===== src/hdl/gain_offset_defs.vh =====
// Register indices, field layouts, reset values and datapath constants of the gain and offset bank.
`ifndef GAIN_OFFSET_DEFS_VH
`define GAIN_OFFSET_DEFS_VH
`define IDX_EIGHTH_GAIN 8'h9d
`define IDX_CH0_OFFSET 8'h9e
`define IDX_CH1_OFFSET 8'h9f
`define IDX_CH2_OFFSET 8'ha0
`define IDX_CH3_OFFSET 8'ha1
`define IDX_STEP_WEIGHT 8'ha7
`define IDX_SEQUENCE 8'ha9
`define IDX_STATUS 8'haa
`define RST_EIGHTH_GAIN 8'h3c
`define RST_OFFSET 8'h00
`define RST_STEP_SELECT 2'h0
`define RST_SEQUENCE 24'hfac688
`define STEP_SEL_LSB 3
`define STEP_SEL_MSB 4
`define SEQ_WIDTH 24
`define UNITY_GAIN 8'h20
`define GAIN_FRAC_BITS 5
`define QUARTER_BITS 2
`define STATUS_SAT_BIT 0
`define SLOT_GAIN 3'h7
`endif


===== src/hdl/sample_adjust.v =====
// Two-stage sample gain, weighted offset and saturation pipeline.
`timescale 1ns/1ps
`default_nettype none
`include "gain_offset_defs.vh"
module sample_adjust #(
  parameter SW = 12
) (
  input wire pclk,
  input wire presetn,
  input wire in_valid,
  input wire [SW-1:0] in_sample,
  input wire [2:0] in_slot,
  input wire [7:0] gain_code,
  input wire [7:0] offset_code,
  input wire [1:0] step_sel,
  output reg out_valid_q,
  output reg [SW-1:0] out_sample_q,
  output reg [2:0] out_slot_q,
  output reg out_sat_q
);
  localparam TW = SW + 4;
  localparam PW = TW + 8;
  localparam SH = `GAIN_FRAC_BITS + `QUARTER_BITS;
  localparam RW = PW - SH;

  reg v1_q;
  reg [2:0] slot1_q;
  reg signed [TW-1:0] t1_q;
  reg signed [7:0] g1_q;
  wire signed [TW-1:0] sample_q4;
  wire signed [TW-1:0] offset_q4;
  wire signed [PW-1:0] prod;
  wire signed [RW-1:0] scaled;
  wire signed [RW-1:0] max_v;
  wire signed [RW-1:0] min_v;
  wire over;
  wire under;

  ////////////////////////////////////////////////////////////////////////
  // Work in quarter-LSb units so the smallest offset step stays exact.
  assign sample_q4 = $signed({{2{in_sample[SW-1]}}, in_sample, 2'b00});
  // RULE_04: signed offset code.
  // RULE_06: zero adds nothing.
  assign offset_q4 = $signed({{(TW-8){offset_code[7]}}, offset_code}) <<< step_sel;

  // RULE_08: first stage sum.
  always @(posedge pclk or negedge presetn) begin
    if (!presetn) begin
      v1_q <= 1'b0;
      slot1_q <= 3'h0;
      t1_q <= {TW{1'b0}};
      g1_q <= 8'h00;
    end else begin
      v1_q <= in_valid;
      slot1_q <= in_slot;
      t1_q <= sample_q4 + offset_q4;
      g1_q <= gain_code;
    end
  end

  ////////////////////////////////////////////////////////////////////////
  // RULE_05: offset scaled by gain.
  assign prod = t1_q * g1_q;
  assign scaled = prod[PW-1:SH];
  assign max_v = $signed({{(RW-SW+1){1'b0}}, {(SW-1){1'b1}}});
  assign min_v = $signed({{(RW-SW+1){1'b1}}, {(SW-1){1'b0}}});
  assign over = scaled > max_v;
  assign under = scaled < min_v;

  // RULE_08: saturate to output range.
  always @(posedge pclk or negedge presetn) begin
    if (!presetn) begin
      out_valid_q <= 1'b0;
      out_sample_q <= {SW{1'b0}};
      out_slot_q <= 3'h0;
      out_sat_q <= 1'b0;
    end else begin
      out_valid_q <= v1_q;
      out_slot_q <= slot1_q;
      out_sat_q <= v1_q & (over | under);
      if (over) begin
        out_sample_q <= max_v[SW-1:0];
      end else if (under) begin
        out_sample_q <= min_v[SW-1:0];
      end else begin
        out_sample_q <= scaled[SW-1:0];
      end
    end
  end
endmodule
`default_nettype wire


===== src/hdl/channel_gain_offset_regs.v =====
// APB register bank and sample adjustment control for channel gain and offset.
`timescale 1ns/1ps
`default_nettype none
`include "gain_offset_defs.vh"
// Summary of operation
// RULE_01: eighth-slot gain code, 1/32 steps, resets 0x3c.
// RULE_02: gain follows eighth sequence slot, not input.
// RULE_03: four offset codes at 0x9e, reset zero.
// RULE_04: offset codes are two's complement.
// RULE_05: offset times selected weight step.
// RULE_06: zero code none, one code one step.
// RULE_07: weight 11/10/01/00 gives 2,1,1/2,1/4 LSb.
// RULE_08: gain, add offset, saturate to output; the code adds the offset before the gain.
module channel_gain_offset_regs #(
  parameter SW = 12,
  parameter ADDR_W = 12
) (
  input wire pclk,
  input wire presetn,
  input wire psel,
  input wire penable,
  input wire pwrite,
  input wire [ADDR_W-1:0] paddr,
  input wire [31:0] pwdata,
  input wire [3:0] pstrb,
  output wire pready,
  output reg [31:0] prdata,
  output reg pslverr,
  input wire sample_valid,
  input wire [SW-1:0] sample_data,
  input wire [2:0] sample_slot,
  output wire adj_valid,
  output wire [SW-1:0] adj_data,
  output wire [2:0] adj_slot,
  output reg [2:0] adj_input
);
  reg [7:0] eighth_gain_code_q;
  reg [7:0] offset_q [0:3];
  reg [1:0] offset_step_select_q;
  reg [`SEQ_WIDTH-1:0] channel_sequence_field_q;
  reg sat_sticky_q;
  reg [31:0] rdata_d;
  reg hit_d;
  reg [7:0] gain_sel;
  reg [7:0] offset_sel;
  wire [ADDR_W-3:0] index;
  wire setup;
  wire wr_en;
  wire sat_pulse;

  ////////////////////////////////////////////////////////////////////////
  // Bus decode: indices sit four bytes apart, misaligned addresses miss.
  assign index = paddr[ADDR_W-1:2];
  assign setup = psel & ~penable;
  // Zero wait states: read data was latched in the setup cycle.
  assign pready = psel & penable;
  assign wr_en = psel & penable & pwrite & ~pslverr;

  // Read mux and address hit, evaluated for the setup cycle.
  always @* begin
    rdata_d = 32'h00000000;
    hit_d = (paddr[1:0] == 2'h0);
    case (index)
      `IDX_EIGHTH_GAIN: rdata_d[7:0] = eighth_gain_code_q;
      `IDX_CH0_OFFSET: rdata_d[7:0] = offset_q[0];
      `IDX_CH1_OFFSET: rdata_d[7:0] = offset_q[1];
      `IDX_CH2_OFFSET: rdata_d[7:0] = offset_q[2];
      `IDX_CH3_OFFSET: rdata_d[7:0] = offset_q[3];
      `IDX_STEP_WEIGHT: rdata_d[`STEP_SEL_MSB:`STEP_SEL_LSB] = offset_step_select_q;
      `IDX_SEQUENCE: rdata_d[`SEQ_WIDTH-1:0] = channel_sequence_field_q;
      `IDX_STATUS: rdata_d[`STATUS_SAT_BIT] = sat_sticky_q;
      default: hit_d = 1'b0;
    endcase
  end

  // Read data and error are registered so the bus sees flip-flop outputs.
  // A refused access must not leak a register through a misaligned alias.
  always @(posedge pclk or negedge presetn) begin
    if (!presetn) begin
      prdata <= 32'h00000000;
      pslverr <= 1'b0;
    end else if (setup) begin
      prdata <= (pwrite | ~hit_d) ? 32'h00000000 : rdata_d;
      pslverr <= ~hit_d;
    end
  end

  ////////////////////////////////////////////////////////////////////////
  // RULE_01: gain register write.
  // RULE_07: weight field write.
  always @(posedge pclk or negedge presetn) begin
    if (!presetn) begin
      eighth_gain_code_q <= `RST_EIGHTH_GAIN;
      offset_step_select_q <= `RST_STEP_SELECT;
      channel_sequence_field_q <= `RST_SEQUENCE;
    end else if (wr_en) begin
      if (index == `IDX_EIGHTH_GAIN && pstrb[0]) begin
        eighth_gain_code_q <= pwdata[7:0];
      end
      if (index == `IDX_STEP_WEIGHT && pstrb[0]) begin
        offset_step_select_q <= pwdata[`STEP_SEL_MSB:`STEP_SEL_LSB];
      end
      if (index == `IDX_SEQUENCE) begin
        if (pstrb[0]) begin
          channel_sequence_field_q[7:0] <= pwdata[7:0];
        end
        if (pstrb[1]) begin
          channel_sequence_field_q[15:8] <= pwdata[15:8];
        end
        if (pstrb[2]) begin
          channel_sequence_field_q[23:16] <= pwdata[23:16];
        end
      end
    end
  end

  // RULE_03: four offset registers.
  genvar ch;
  generate
    for (ch = 0; ch < 4; ch = ch + 1) begin : g_off
      always @(posedge pclk or negedge presetn) begin
        if (!presetn) begin
          offset_q[ch] <= `RST_OFFSET;
        end else if (wr_en && pstrb[0] && index == `IDX_CH0_OFFSET + ch) begin
          offset_q[ch] <= pwdata[7:0];
        end
      end
    end
  endgenerate

  // Saturation is sticky; a new event in the clearing cycle wins over the clear.
  always @(posedge pclk or negedge presetn) begin
    if (!presetn) begin
      sat_sticky_q <= 1'b0;
    end else if (sat_pulse) begin
      sat_sticky_q <= 1'b1;
    end else if (wr_en && pstrb[0] && index == `IDX_STATUS && pwdata[`STATUS_SAT_BIT]) begin
      sat_sticky_q <= 1'b0;
    end
  end

  ////////////////////////////////////////////////////////////////////////
  // RULE_02: gain by sequence slot.
  // Slots whose gain lives elsewhere pass at unity; slots 4 to 7 take no offset here.
  always @* begin
    gain_sel = (sample_slot == `SLOT_GAIN) ? eighth_gain_code_q : `UNITY_GAIN;
    offset_sel = sample_slot[2] ? 8'h00 : offset_q[sample_slot[1:0]];
  end

  sample_adjust #(
    .SW(SW)
  ) u_adjust (
    .pclk(pclk),
    .presetn(presetn),
    .in_valid(sample_valid),
    .in_sample(sample_data),
    .in_slot(sample_slot),
    .gain_code(gain_sel),
    .offset_code(offset_sel),
    .step_sel(offset_step_select_q),
    .out_valid_q(adj_valid),
    .out_sample_q(adj_data),
    .out_slot_q(adj_slot),
    .out_sat_q(sat_pulse)
  );

  // Report which physical input the sequence maps to the incoming sample slot, one edge later.
  always @(posedge pclk or negedge presetn) begin
    if (!presetn) begin
      adj_input <= 3'h0;
    end else begin
      adj_input <= channel_sequence_field_q[sample_slot*3 +: 3];
    end
  end
endmodule
`default_nettype wire


===== config.mk =====
export PLATFORM = sky130hd
export DESIGN_NAME = channel_gain_offset_regs
export DESIGN_NICKNAME = d
export VERILOG_FILES = /design/src/hdl/sample_adjust.v /design/src/hdl/channel_gain_offset_regs.v
export VERILOG_INCLUDE_DIRS = /design/src /design/src/hdl
export SDC_FILE = /design/constraint.sdc
export NUM_CORES = 1
export LEC_CHECK = 0
export BUFFER_PORTS_ARGS = -buffer_cell sky130_fd_sc_hd__buf_2
export CAP_MARGIN = 40
export CELL_PAD_IN_SITES_DETAIL_PLACEMENT = 0
export CELL_PAD_IN_SITES_GLOBAL_PLACEMENT = 2
export CORE_MARGIN = 2
export CORE_UTILIZATION = 36
export DETAILED_ROUTE_END_ITERATION = 10
export HOLD_SLACK_MARGIN = 0.03
export PLACE_DENSITY = 0.83
export SLEW_MARGIN = 5
export SYNTH_ARGS = -nofsm -noshare
export SYNTH_HDL_FRONTEND = slang
export SYNTH_SLANG_ARGS = --single-unit
export TNS_END_PERCENT = 5

===== constraint.sdc =====
create_clock -name pclk -period 5.2 [get_ports pclk]
set_input_delay 1.04 -clock pclk [delete_from_list [all_inputs] [get_ports pclk]]
set_output_delay 1.04 -clock pclk [all_outputs]
set_load 0.02 [all_outputs]

# --- After elaboration in Yosys (flattened, before gate mapping) ---
# Index checks and enable logic that the tools add are counted.
op_classes:
  shifts: 2
  bitwise: 11
  reduce_logical: 17
  eq_ne: 9
  mul: 2
  mux: 16
  n_lt_le_gt_ge: 3
  addsub: 1
op_table:
  columns: ["operator", "n"]
  rows:
  - ["== test 10 x 8 -> 1 bit (second input constant)", 8]
  - ["2-to-1 mux 8 bit", 4]
  - ["multiplier 16 x 8 -> 24 bit", 1]
  - ["2-to-1 mux 12 bit", 2]
  - ["2-to-1 mux 24 bit", 1]
  - ["variable part select 24 x 6 -> 3 bit", 1]
  - ["one-hot mux 3 bit (6 select lines)", 1]
  - ["> comparator 17 x 12 -> 1 bit (second input constant)", 1]
  - ["< comparator 17 x 12 -> 1 bit (second input constant)", 1]
  - ["adder 14 x 16 -> 16 bit", 1]
  - ["binary-select mux 8 bit (select 2 bit)", 1]
  - ["2-to-1 mux 16 bit", 1]
  - ["<<< shifter 8 x 2 -> 16 bit", 1]
  - ["one-hot mux 2 bit (7 select lines)", 1]
  - ["one-hot mux 2 bit (6 select lines)", 1]
  - ["logical AND 1 bit", 9]
  - ["AND reduction 3 bit", 3]
  - ["OR reduction 8 bit", 1]
  - ["one-hot mux 1 bit (7 select lines)", 1]
  - ["AND 1 bit", 5]
  - ["multiplier 3 x 2 -> 5 bit (second input constant)", 1]
  - ["AND reduction 2 bit", 2]
  - ["== test 3 bit (second input constant)", 1]
  - ["greater-or-equal comparator 3 bit (second input constant)", 1]
  - ["6 further kinds", 11]
word_totals:
  elab_cells: 82
  in_bits: 69
  output_inout_bits: 53
  regBits: 148

# --- Logic depth before layout (Yosys ltp) ---
# Gate-level depths: netlist of run 1.
logic_depth:
  depth_word: 8
  mapped_depth: 20
  depth_no_buf: 19

# --- Hierarchy ---
# From an unflattened synthesis of run 1, not the netlist that was laid out.
unflattened:
  hier_cells: 1060
  area_unflattened_um2: 11424.7
modules_own_cells:
  columns: ["module", "seq_area_each_um2", "instances", "cells_each", "area_per_inst_um2"]
  rows:
  - ["sample_adjust", 1126.1, 1, 695, 6578.8]
  - ["channel_gain_offset_regs", 2397.3, 1, 365, 4845.9]

# --- Worst setup path after synthesis of run 1 ---
# Ideal clock, no wire load.
synth_path:
  path_kind: "register -> register"
  start: "register u_adjust.g1_q[2]"
  end: "register u_adjust.out_sample_q[10]"
  period_less_slack_ps: 5070
  setup_ps: 138
  path_slack_ps: 130
  path_buffers: 1
  arrival_ps: 4932
  required_ps: 5062
  stages_incl_launch_ff: 19
  cell_sequence: "dfrtp_1 > clkbuf_1 > nand2_1 > fa_1 > inv_1 > fa_1 > fa_1 > inv_1 > fa_1 > inv_1 > ha_1 > a21oi_1 > o211ai_1 > o211ai_1 > nand3_2 > xnor2_1 > o211ai_1 > o21ai_2 > nand3_1"
synth_between:
  elab_chain_cells: 4
  word_cells_on_any_way: 5
  cone_classes: "1 x mul; 2 x order compare; 2 x mux"
synth_rtl:
  columns: ["item", "line_no", "text"]
  rows:
  - ["start, declared", "sample_adjust.v:29", "reg signed [7:0] g1_q;"]
  - ["start signal, assigned", "sample_adjust.v:57", "g1_q <= gain_code;"]
  - ["multiplier 16 x 8 -> 24 bit (*)", "sample_adjust.v:63", "assign prod = t1_q * g1_q;"]
  - ["< comparator 17 x 12 -> 1 bit", "sample_adjust.v:68", "assign under = scaled < min_v;"]
  - ["2-to-1 mux 12 bit", "sample_adjust.v:83", "end else if (under) begin"]
  - ["2-to-1 mux 12 bit (*)", "sample_adjust.v:81", "if (over) begin"]
  - ["end signal, assigned", "sample_adjust.v:82", "out_sample_q <= max_v[SW-1:0];"]
  - ["end signal, assigned", "sample_adjust.v:84", "out_sample_q <= min_v[SW-1:0];"]
  - ["end signal, assigned", "sample_adjust.v:86", "out_sample_q <= scaled[SW-1:0];"]
  - ["end, declared", "sample_adjust.v:17", "output reg [SW-1:0] out_sample_q,"]
# Mark *: on every way between the ends. The rest lies on a longest branch, timed or not.
# A chain may end at the register's enable or synchronous reset.

# --- Final worst setup path of run 1 ---
layout_path:
  start: "register u_adjust.g1_q[3]"
  end: "register u_adjust.out_sat_q"
layout_between:
  elab_chain_cells: 4
  word_cells_on_any_way: 5
  cone_classes: "1 x mul; 2 x order compare; 2 x bitwise"
layout_rtl:
  columns: ["item", "line_no", "text"]
  rows:
  - ["multiplier 16 x 8 -> 24 bit (*)", "sample_adjust.v:63", null]
  - ["> comparator 17 x 12 -> 1 bit / < comparator 17 x 12 -> 1 bit (equally long branches)", "sample_adjust.v:67, sample_adjust.v:68", null]
  - ["OR 1 bit (*)", "sample_adjust.v:80", "out_sat_q <= v1_q & (over | under);"]
  - ["AND 1 bit (*)", "sample_adjust.v:80", null]
  - ["end signal, assigned", "sample_adjust.v:80", null]
  - ["end, declared", "sample_adjust.v:19", "output reg out_sat_q"]
# Marks and branches as above.

==> results of run 1 <==
==> per-layer routing <==
layer,global-route usage [%],routed length (um),vias to the layer above
li1,-,-,3787
met1,22.55,12170,4048
met2,29.88,13680,153
met3,3.537,1202,25
met4,4.484,395,2
met5,0,13,-
==> stage by stage <==
stage	TNS, ps	hold slack (ps)	setup WS (ps)	instances
final	0	348.1	205.5	1620
after global routing	-74.10	362.8	-29.19	1620
after CTS	0	350.7	16.58	1603
after detailed placement	-552.1	335.6	-80.98	1571
after global placement	-946.4	331.6	-117.4	1569
after floorplan	0	331.2	129.7	1041
==> state kept, by name (all words and copies together) (netlist names), 2 cells and up <==
register / flops
u_adjust.out_slot_q: 3
offset_q: 32
channel_sequence_field_q: 24
u_adjust.g1_q: 8
eighth_gain_code_q: 8
u_adjust.t1_q: 16
u_adjust.out_sample_q: 12
u_adjust.slot1_q: 3
offset_step_select_q: 2
adj_input: 3
prdata: 24
==> cells in the final DEF, fill, tap and decap left out, types with 14 or more instances in the layout <==
master	count
nor2_1	32
xnor2_1	22
o21ai_0	15
a21oi_1	21
mux2_2	82
inv_1	144
clkbuf_16	18
nand2b_1	19
nand2_1	50
a22o_1	25
buf_4	74
fa_1	100
dfstp_2	16
ha_1	43
dfrtp_1	119
and2_1	98
buf_2	103
mux4_2	14
==> worst max-delay path by stage <==
stage	from	to	cells past startpoint
floorplan	u_adjust.g1_q[2]$_DFF_PN0_	u_adjust.out_sample_q[10]$_DFF_PN0_	18
global placement	u_adjust.g1_q[5]$_DFF_PN0_	u_adjust.out_sample_q[7]$_DFF_PN0_	19
detailed placement	u_adjust.g1_q[5]$_DFF_PN0_	u_adjust.out_sample_q[6]$_DFF_PN0_	19
CTS	u_adjust.g1_q[3]$_DFF_PN0_	u_adjust.out_sat_q$_DFF_PN0_	20
global route	u_adjust.g1_q[3]$_DFF_PN0_	u_adjust.out_sat_q$_DFF_PN0_	21
finish	u_adjust.g1_q[3]$_DFF_PN0_	u_adjust.out_sat_q$_DFF_PN0_	22
==> cell families (layout without fill, tap and decap cells) <==
group / Yosys count / count (layout) / share of synthesized area [%]
xor+xnor: 31 / 31 / 2.495
fa+ha+maj: 157 / 157 / 24.41
simple gates: 270 / 270 / 13.74
buf+inv: 190 / 373 / 6.835
other cells: 1 / 8 / 0.03353
mux: 103 / 103 / 11.70
flops: 140 / 140 / 31.50
compound gates: 142 / 142 / 9.285
==> where the power goes <==
group	switching, mW	internal (mW)	total [mW]
clock	0.574	0.728	1.30
combinational	0.169	0.120	0.289
sequential	0.0177	1.11	1.13
total	0.761	1.96	2.72
==> area by class of cell <==
class / instances / area (um2)
Fill cell: 2957 / 16840
Timing Repair Buffer: 193 / 1330
Clock buffer: 18 / 429.2
Clock inverter: 14 / 176.4
Multi-Input combinational cell: 711 / 7229
Inverter: 148 / 555.5
Sequential cell: 140 / 3530
Tap cell: 396 / 495.5
==> repair_timing <==
item,CTS,global route
buffers inserted,0,16
cloned,0,2
pin swaps,0,38
setup endpoints to repair,12,13
gates resized for setup,3,62
==> worst max-delay path, stage by stage, from the launching register on <==
cell      delay (ps)
dfrtp_2          450
buf_12           150
buf_4            140
nand2_2           60
fa_2             190
inv_1             50
fa_1             550
inv_2             40
fa_1             490
fa_1             490
inv_1             60
ha_4             270
nand2_2           60
o31ai_4          350
buf_6            180
a21oi_2           80
o211ai_2         270
a211oi_2         130
buf_4            150
nor4_4           370
buf_4            170
a21o_1           110
a21boi_2          70
==> flow_metrics.py, run 1 <==
metrics = {
    "worst_setup_path": {
        "required_ps": 5520,
        "worst-setup-path-type": "flop to flop",
        "rr_endpoint": "u_adjust.out_sat_q$_DFF_PN0_",
        "r2r_slack_ps": 210,
        "worst_ep_arrival_time_ps": 5320,
        "timing.rr.start": "u_adjust.g1_q[3]$_DFF_PN0_",
        "cp-start-kind": "flop",
        "reg2regPathDepth": 22,
        "endpoint_kind": "flop",
        "cp_max_fo": 7,
    },
    "finish": {
        "drive_gt1_share_pct": 33.66,
        "n_antenna_cell": 0,
        "final_area_um2": 13750,
        "num-nets-final": 1437,
        "area_growth_pct": 22.90,
        "finish.utilization_pct": 44.94,
    },
    "clocking": {
        "cts.clk_slew.worst_paths_ps": 70,
        "clk_latency_ps": 440,
        "ctsLongestPathBuffers": 2,
        "cts_hold_buf": 0,
        "clockRootBuffer": "clkbuf_16",
        "cts_tree": "done",
        "h-tree-depth": 4,
        "numCtsBuffers": 17,
        "cts_sinks": 140,
    },
    "timing": {
        "finalCritPeriodShare_pct": 96.05,
        "hold_violations": 0,
        "tightest_slew_ps": 844.0,
        "max_freq_mhz": 200.2,
        "rsz0062_at_grt": "yes",
        "finClkSkew_ps": 22.90,
        "setup_violations": 0,
        "slew_headroom_pct": 43.42,
        "slew_violations": 0,
        "fin_crit_ps": 4995,
    },
    "floorplan": {
        "dieArea_um2": 32490,
        "rows": 64,
        "core_um2": 30590,
        "top_level_ports": 122,
        "initial_core_util_pct": 36.56,
        "die_h_um": 180.3,
        "die_w_um": 180.3,
    },
    "logic_synthesis": {
        "synthCells": 1034,
        "synth-main-ff-cell": "dfrtp_1",
        "yosys.area.top_type": "dfrtp_1",
        "yosysSeqAreaShare_pct": 31.50,
        "ys_types": 68,
        "postSynthAreaPerCell_um2": 10.82,
        "netlist.area_leader.share_pct": 27.74,
        "ys_seq_elements": 140,
        "ys_async_sr_fraction_pct": 100.0,
        "synthTopCellsByCount": "inv_1 (148), dfrtp_1 (124), fa_1 (102)",
        "yosys-top-cells-area": "dfrtp_1 (28%), fa_1 (18%), mux2_2 (8.3%)",
        "yosysWarnings": 0,
        "synth_edf_count": 0,
        "syn-cell-area_um2": 11180,
        "yosysMostFrequentCell": "inv_1",
    },
    "power": {
        "vdd.ir_drop.worst_uv": 219.9,
        "pwr_density_cell_nw_per_um2": 197.7,
        "finalPower_mw": 2.718,
        "total_leakage_power_nw": 6.718,
    },
    "global_route": {
        "grt_max_degree": 69,
        "antenna_found_initial": 1,
        "grt_pass1_wl_mm": 44.95,
        "overflow": 0,
        "track_usage_pct": 17.44,
        "grt_pass1_vias": 8463,
    },
    "min_path": {
        "min_from": "u_adjust.slot1_q[2]$_DFF_PN0_",
        "hold_depth": 0,
        "min_to": "u_adjust.out_slot_q[2]$_DFF_PN0_",
        "hp-class": "flop to flop",
    },
    "drt": {
        "drt_pass1_iterations": 7,
        "wl_per_cell_um": 16.95,
        "via_per_inst": 4.948,
        "wl_mm": 27.47,
        "drc": 0,
        "drt_iter0_drc": 399,
        "num_vias": 8015,
        "ant_nets": 0,
    },
    "job": {
        "maxCapViolCount": 0,
    },
    "place": {
        "numPortBuffers": 104,
        "hpwlAfterDp_mm": 20.63,
        "placed_area_um2": 12630,
        "gp_congestion": 0.8074,
    },
    "run_status": {
        "status": "completed",
    },
}
Power figures use the tool's default switching activity.
==> inputs of run 2 (changes only) <==
Settings changed: PLACE_DENSITY 0.83 to default, PLACE_DENSITY_LB_ADDON from default to 0.12.
==> flow_metrics.py, run 2 (synthesis results as in run 1) <==
metrics = {
    "floorplan": {
        "die_w_um": 180.3,
        "core_um2": 30590,
        "top_level_ports": 122,
        "initial_core_util_pct": 36.56,
        "die_h_um": 180.3,
        "dieArea_um2": 32490,
        "rows": 64,
    },
    "global_route": {
        "met2_usage_pct": 32.02,
        "grt_pass1_wl_mm": 46.75,
        "grt_util_met1_pct": 23.73,
        "overflow": 0,
        "top_usage_layer": "met2",
        "grt_use_met3_pct": 2.991,
        "grt_max_degree": 86,
        "antenna_found_initial": 0,
        "grt_pass1_vias": 8575,
        "track_usage_pct": 18.41,
    },
    "power": {
        "finalPower_mw": 2.574,
        "pwr_density_cell_nw_per_um2": 187.1,
        "vdd.ir_drop.worst_uv": 144.0,
        "total_leakage_power_nw": 6.735,
    },
    "worst_setup_path": {
        "cp_max_fo": 8,
        "cp-start-kind": "flop",
        "endpoint_kind": "flop",
        "worst-setup-path-type": "flop to flop",
        "worst_ep_arrival_time_ps": 5320,
        "required_ps": 5510,
    },
    "timing": {
        "slew_violations": 0,
        "setup_violations": 0,
        "slew_headroom_pct": 44.98,
        "finClkSkew_ps": 13.39,
        "finalCritPeriodShare_pct": 96.30,
        "tns_ps": 0,
        "fin_crit_ps": 5007,
        "hold_violations": 0,
        "max_freq_mhz": 199.7,
        "tightest_slew_ps": 820.8,
    },
    "clocking": {
        "clockRootBuffer": "clkbuf_16",
        "ctsLongestPathBuffers": 2,
        "cts_hold_buf": 0,
        "clk_latency_ps": 430,
        "numCtsBuffers": 17,
        "cts_tree": "done",
        "cts.clk_slew.worst_paths_ps": 70,
        "h-tree-depth": 4,
        "cts_sinks": 140,
    },
    "drt": {
        "num_vias": 7982,
        "ant_nets": 0,
        "wl_per_cell_um": 17.59,
        "drt_iter0_drc": 357,
        "via_per_inst": 4.906,
        "wl_mm": 28.62,
        "drt_pass1_iterations": 5,
        "drc": 0,
    },
    "finish": {
        "finish.utilization_pct": 44.97,
        "n_antenna_cell": 0,
        "final_cell_mix": "inv_1 (145), dfrtp_1 (119), buf_2 (103), fa_1 (101), and2_1 (99)",
        "largest_reg_flops": 32,
        "top_regs": "offset_q: 32 flops, channel_sequence_field_q: 24 flops, prdata: 24 flops",
        "num-nets-final": 1444,
        "stdcell_count": 1627,
        "area_growth_pct": 23.00,
        "drive_gt1_share_pct": 33.55,
        "regMostFlops": "offset_q",
        "final_common_cell": "inv_1",
    },
    "run_status": {
        "status": "completed",
    },
    "place": {
        "gp_congestion": 0.7908,
        "dp.cells": 1586,
        "numPortBuffers": 104,
        "hpwlAfterDp_mm": 21.75,
    },
    "job": {
        "maxCapViolCount": 0,
    },
    "min_path": {
        "hp-class": "flop to flop",
    },
}
run 2: area by class of cell:
class / count / area (um2)
fillers: 3031 / 16830
multi-input cells: 711 / 7264
flip-flops and latches: 140 / 3530
repair buffers: 200 / 1363
inverters: 148 / 555.5
well taps: 396 / 495.5
clock buffers: 19 / 442.9
clock inverters: 13 / 106.4
run 2: stage by stage:
| stage | setup WS, ps | hold WS (ps) | cell area (um2) |
|---|---|---|---|
| after global placement | 4.975 | 332.7 | 12750 |
| after CTS | 32.08 | 350.2 | 13360 |
| final | 192.6 | 349.8 | 13760 |
| after global routing | -62.34 | 355.5 | 13760 |
| after detailed placement | 7.117 | 335.5 | 12780 |
| after floorplan | 129.7 | 331.2 | 11210 |
run 2: routing by layer:
| layer | part of all wire [%] | routed length, um | vias up |
|---|---|---|---|
| met2 | 52 | 14740 | 117 |
| met5 | 0 | 0 | - |
| met4 | 1.5 | 438 | 0 |
| met3 | 3.0 | 851 | 23 |
| li1 | - | - | 3797 |
| met1 | 44 | 12590 | 4045 |
run 2: repair_timing:
| item | CTS | global route |
|---|---|---|
| hold endpoints to repair | 0 | 0 |
| gates cloned | 0 | 0 |
| setup endpoints to repair | 2 | 13 |
| resized for setup | 3 | 60 |
| pin swaps | 0 | 41 |
| setup buffers | 0 | 9 |
run 2: critical path, stage by stage (launching register included):
cell      delay [ps]
dfrtp_1          400
buf_12           140
buf_4            170
and2_1           160
fa_1             550
fa_1             440
fa_1             540
inv_1             50
fa_1             530
inv_1             60
ha_4             170
a21oi_2          150
buf_4            140
nand2_2           60
o211ai_4         340
nand3_1          200
o311ai_4         130
o211ai_1         190
buf_4            190
nor3b_2          190
a211oi_2          60
run 2: power by group:
group	switching, mW	internal (mW)	leakage (nW)	total, mW
logic	0.171	0.120	4.68	0.291
clock network	0.524	0.633	0.255	1.16
registers	0.0176	1.11	1.80	1.13
total	0.712	1.86	6.73	2.57
run 2: final timing paths:
check,start,to,cells after the start,slack [ps]
min in group asynchronous,presetn,u_adjust.out_sample_q[1]$_DFF_PN0_,1,410
worst min register to register,u_adjust.slot1_q[1]$_DFF_PN0_,u_adjust.out_slot_q[1]$_DFF_PN0_,0,350
worst min-delay path,u_adjust.slot1_q[1]$_DFF_PN0_,u_adjust.out_slot_q[1]$_DFF_PN0_,0,350
worst max-delay path,u_adjust.g1_q[4]$_DFF_PN0_,u_adjust.out_sample_q[7]$_DFF_PN0_,20,190
max in group asynchronous,presetn,u_adjust.t1_q[6]$_DFF_PN0_,3,3600
worst max register to register,u_adjust.g1_q[4]$_DFF_PN0_,u_adjust.out_sample_q[7]$_DFF_PN0_,20,190
==> inputs of run 3 (changes only) <==
Settings changed: GPL_TIMING_DRIVEN from default to 0, SKIP_LAST_GASP from default to 1.
==> flow_metrics.py, run 3 (synthesis results as in run 1) <==
metrics = {
    "finish": {
        "largest_reg_flops": 32,
        "finish.utilization_pct": 44.86,
        "n_antenna_cell": 0,
        "n_fill_cell": 3024,
        "final_cell_mix": "inv_1 (140), dfrtp_1 (111), buf_2 (109), fa_1 (99), and2_1 (97)",
        "final_common_cell": "inv_1",
        "num-nets-final": 1429,
        "regMostFlops": "offset_q",
        "drive_gt1_share_pct": 33.96,
        "area_growth_pct": 22.70,
        "stdcell_count": 1612,
        "top_regs": "offset_q: 32 flops, channel_sequence_field_q: 24 flops, prdata: 24 flops",
    },
    "run_status": {
        "status": "completed",
    },
    "timing": {
        "rsz0062_at_grt": "yes",
        "setup_violations": 0,
        "worst_hold_slack_ps": 352.4,
        "fin_ws_ps": 173.1,
        "finalCritPeriodShare_pct": 96.67,
        "tns_ps": 0,
        "fin_crit_ps": 5027,
        "slew_violations": 0,
        "max_freq_mhz": 198.9,
        "hold_violations": 0,
        "slew_headroom_pct": 46.26,
        "tightest_slew_ps": 806.0,
        "finClkSkew_ps": 20.11,
    },
    "worst_setup_path": {
        "cp-start-kind": "flop",
        "worst-setup-path-type": "flop to flop",
        "cp_max_fo": 8,
        "endpoint_kind": "flop",
        "worst_ep_arrival_time_ps": 5400,
        "required_ps": 5570,
        "crit_top_cell": "fa_1",
        "max_stage_delay_ps": 600,
        "crit_slowest_cell": "fa_1",
        "crit_chain": "buf_8 -> and2_4 -> fa_1 -> fa_1 -> fa_1 -> inv_2 -> fa_1 -> inv_2 -> ha_4 -> buf_6 -> a211o_1 -> a21oi_2 -> o211ai_2 -> buf_4 -> o21a_1 -> nor4_4 -> buf_4 -> buf_4 -> nand3_1 -> nand3_2",
    },
    "drt": {
        "via_per_inst": 4.983,
        "drc": 0,
        "drt_pass1_iterations": 6,
        "ant_nets": 0,
        "wl_met1_mm": 12.86,
        "wl_mm": 29.45,
        "routed.top_layer": "met5",
        "wl_met3_mm": 1.093,
        "wl_met2_mm": 14.85,
        "wl_per_cell_um": 18.27,
        "drt_iter0_drc": 371,
        "num_vias": 8033,
    },
    "power": {
        "p_switching_mw": 0.6995,
        "pwr-share-clk_pct": 47.2,
        "total_leakage_power_nw": 6.639,
        "power_frac_seq_pct": 42.0,
        "switching_share_pct": 26.05,
        "p_int_mw": 1.986,
        "pwr_density_cell_nw_per_um2": 195.7,
        "vdd.ir_drop.worst_uv": 189.9,
        "p_comb_share_pct": 10.8,
    },
    "floorplan": {
        "core_um2": 30590,
        "die_h_um": 180.3,
        "initial_core_util_pct": 36.56,
        "top_level_ports": 122,
        "rows": 64,
        "dieArea_um2": 32490,
        "die_w_um": 180.3,
    },
    "clocking": {
        "cts_sinks": 140,
        "clk_latency_ps": 430,
        "cts_tree": "done",
        "ctsLongestPathBuffers": 2,
        "h-tree-depth": 4,
        "clockRootBuffer": "clkbuf_16",
        "cts.clk_slew.worst_paths_ps": 70,
        "numCtsBuffers": 17,
    },
    "place": {
        "hpwlAfterDp_mm": 22.18,
        "gp_congestion": 0.8135,
        "numPortBuffers": 101,
        "dp.cells": 1540,
        "dp_slack_ps": -983.8,
    },
    "global_route": {
        "overflow": 0,
        "grt_pass1_vias": 8353,
        "antenna_found_initial": 1,
        "track_usage_pct": 18.52,
        "grt_max_degree": 88,
        "grt_pass1_wl_mm": 46.62,
    },
    "min_path": {
        "hp-class": "flop to flop",
    },
    "job": {
        "maxCapViolCount": 0,
    },
}
[run 3: final timing paths]
check | cells past startpoint | from | end | slack, ps
worst max-delay path | 20 | u_adjust.g1_q[4]$_DFF_PN0_ | u_adjust.out_sample_q[9]$_DFF_PN0_ | 170
worst min-delay path | 0 | u_adjust.slot1_q[0]$_DFF_PN0_ | u_adjust.out_slot_q[0]$_DFF_PN0_ | 350
worst max register to register | 20 | u_adjust.g1_q[4]$_DFF_PN0_ | u_adjust.out_sample_q[9]$_DFF_PN0_ | 170
worst min register to register | 0 | u_adjust.slot1_q[0]$_DFF_PN0_ | u_adjust.out_slot_q[0]$_DFF_PN0_ | 350
max in group asynchronous | 2 | presetn | u_adjust.g1_q[1]$_DFF_PN0_ | 3770
min in group asynchronous | 1 | presetn | u_adjust.out_sample_q[1]$_DFF_PN0_ | 550
[run 3: cell type report]
| cell class | count | area [um2] | share of cell area [%] |
|---|---|---|---|
| inverter | 148 | 560.5 | 4.085 |
| buffer | 39 | 262.8 | 1.915 |
| tap | 396 | 495.5 | 3.610 |
| sequential | 140 | 3542 | 25.81 |
| multi-input combinational | 712 | 7363 | 53.66 |
| timing repair buffer | 145 | 898.4 | 6.546 |
| clock buffer | 20 | 436.7 | 3.182 |
| clock inverter | 12 | 163.9 | 1.194 |
[run 3: stage by stage]
step | cell area, um2 | total power [mW]
2_1_floorplan | 11210 | 1.293
3_3_place_gp | 12210 | 1.404
5_1_grt | 13720 | 2.799
3_5_place_dp | 12260 | 1.407
6_report | 13720 | 2.685
4_1_cts | 13100 | 2.695
[run 3: routing by layer]
layer	GRT usage (%)	vias to the layer above
met5	0	-
met4	5.387	2
met3	3.011	36
met2	32.32	133
met1	23.69	4094
li1	-	3768
[run 3: power by group through the flow]
stage	sequential, mW	clock [mW]	combinational, mW
4_1_cts	1.13	1.30	0.270
3_5_place_dp	1.15	0	0.258
6_report	1.13	1.27	0.290
3_3_place_gp	1.15	0	0.255
2_1_floorplan	1.15	0	0.138
5_1_grt	1.13	1.34	0.323
[run 3: critical path, delay by kind of cell, from the launching register on]
| kind | cells | cell delay (ps) |
|---|---|---|
| flip-flops | 1 | 450 |
| AO/OA/AOI/OAI | 4 | 790 |
| adder cells (fa/ha/maj) | 5 | 2360 |
| AND/OR/NAND/NOR | 4 | 510 |
| buffers and inverters | 7 | 860 |
[run 3: timing repair]
action / in CTS / in global routing
hold buffers: 0 / 0
buffers inserted: 12 / 29
pin swaps: 12 / 53
cloned: 1 / 1
gates resized for setup: 49 / 90
endpoints found under the setup margin: 13 / 13
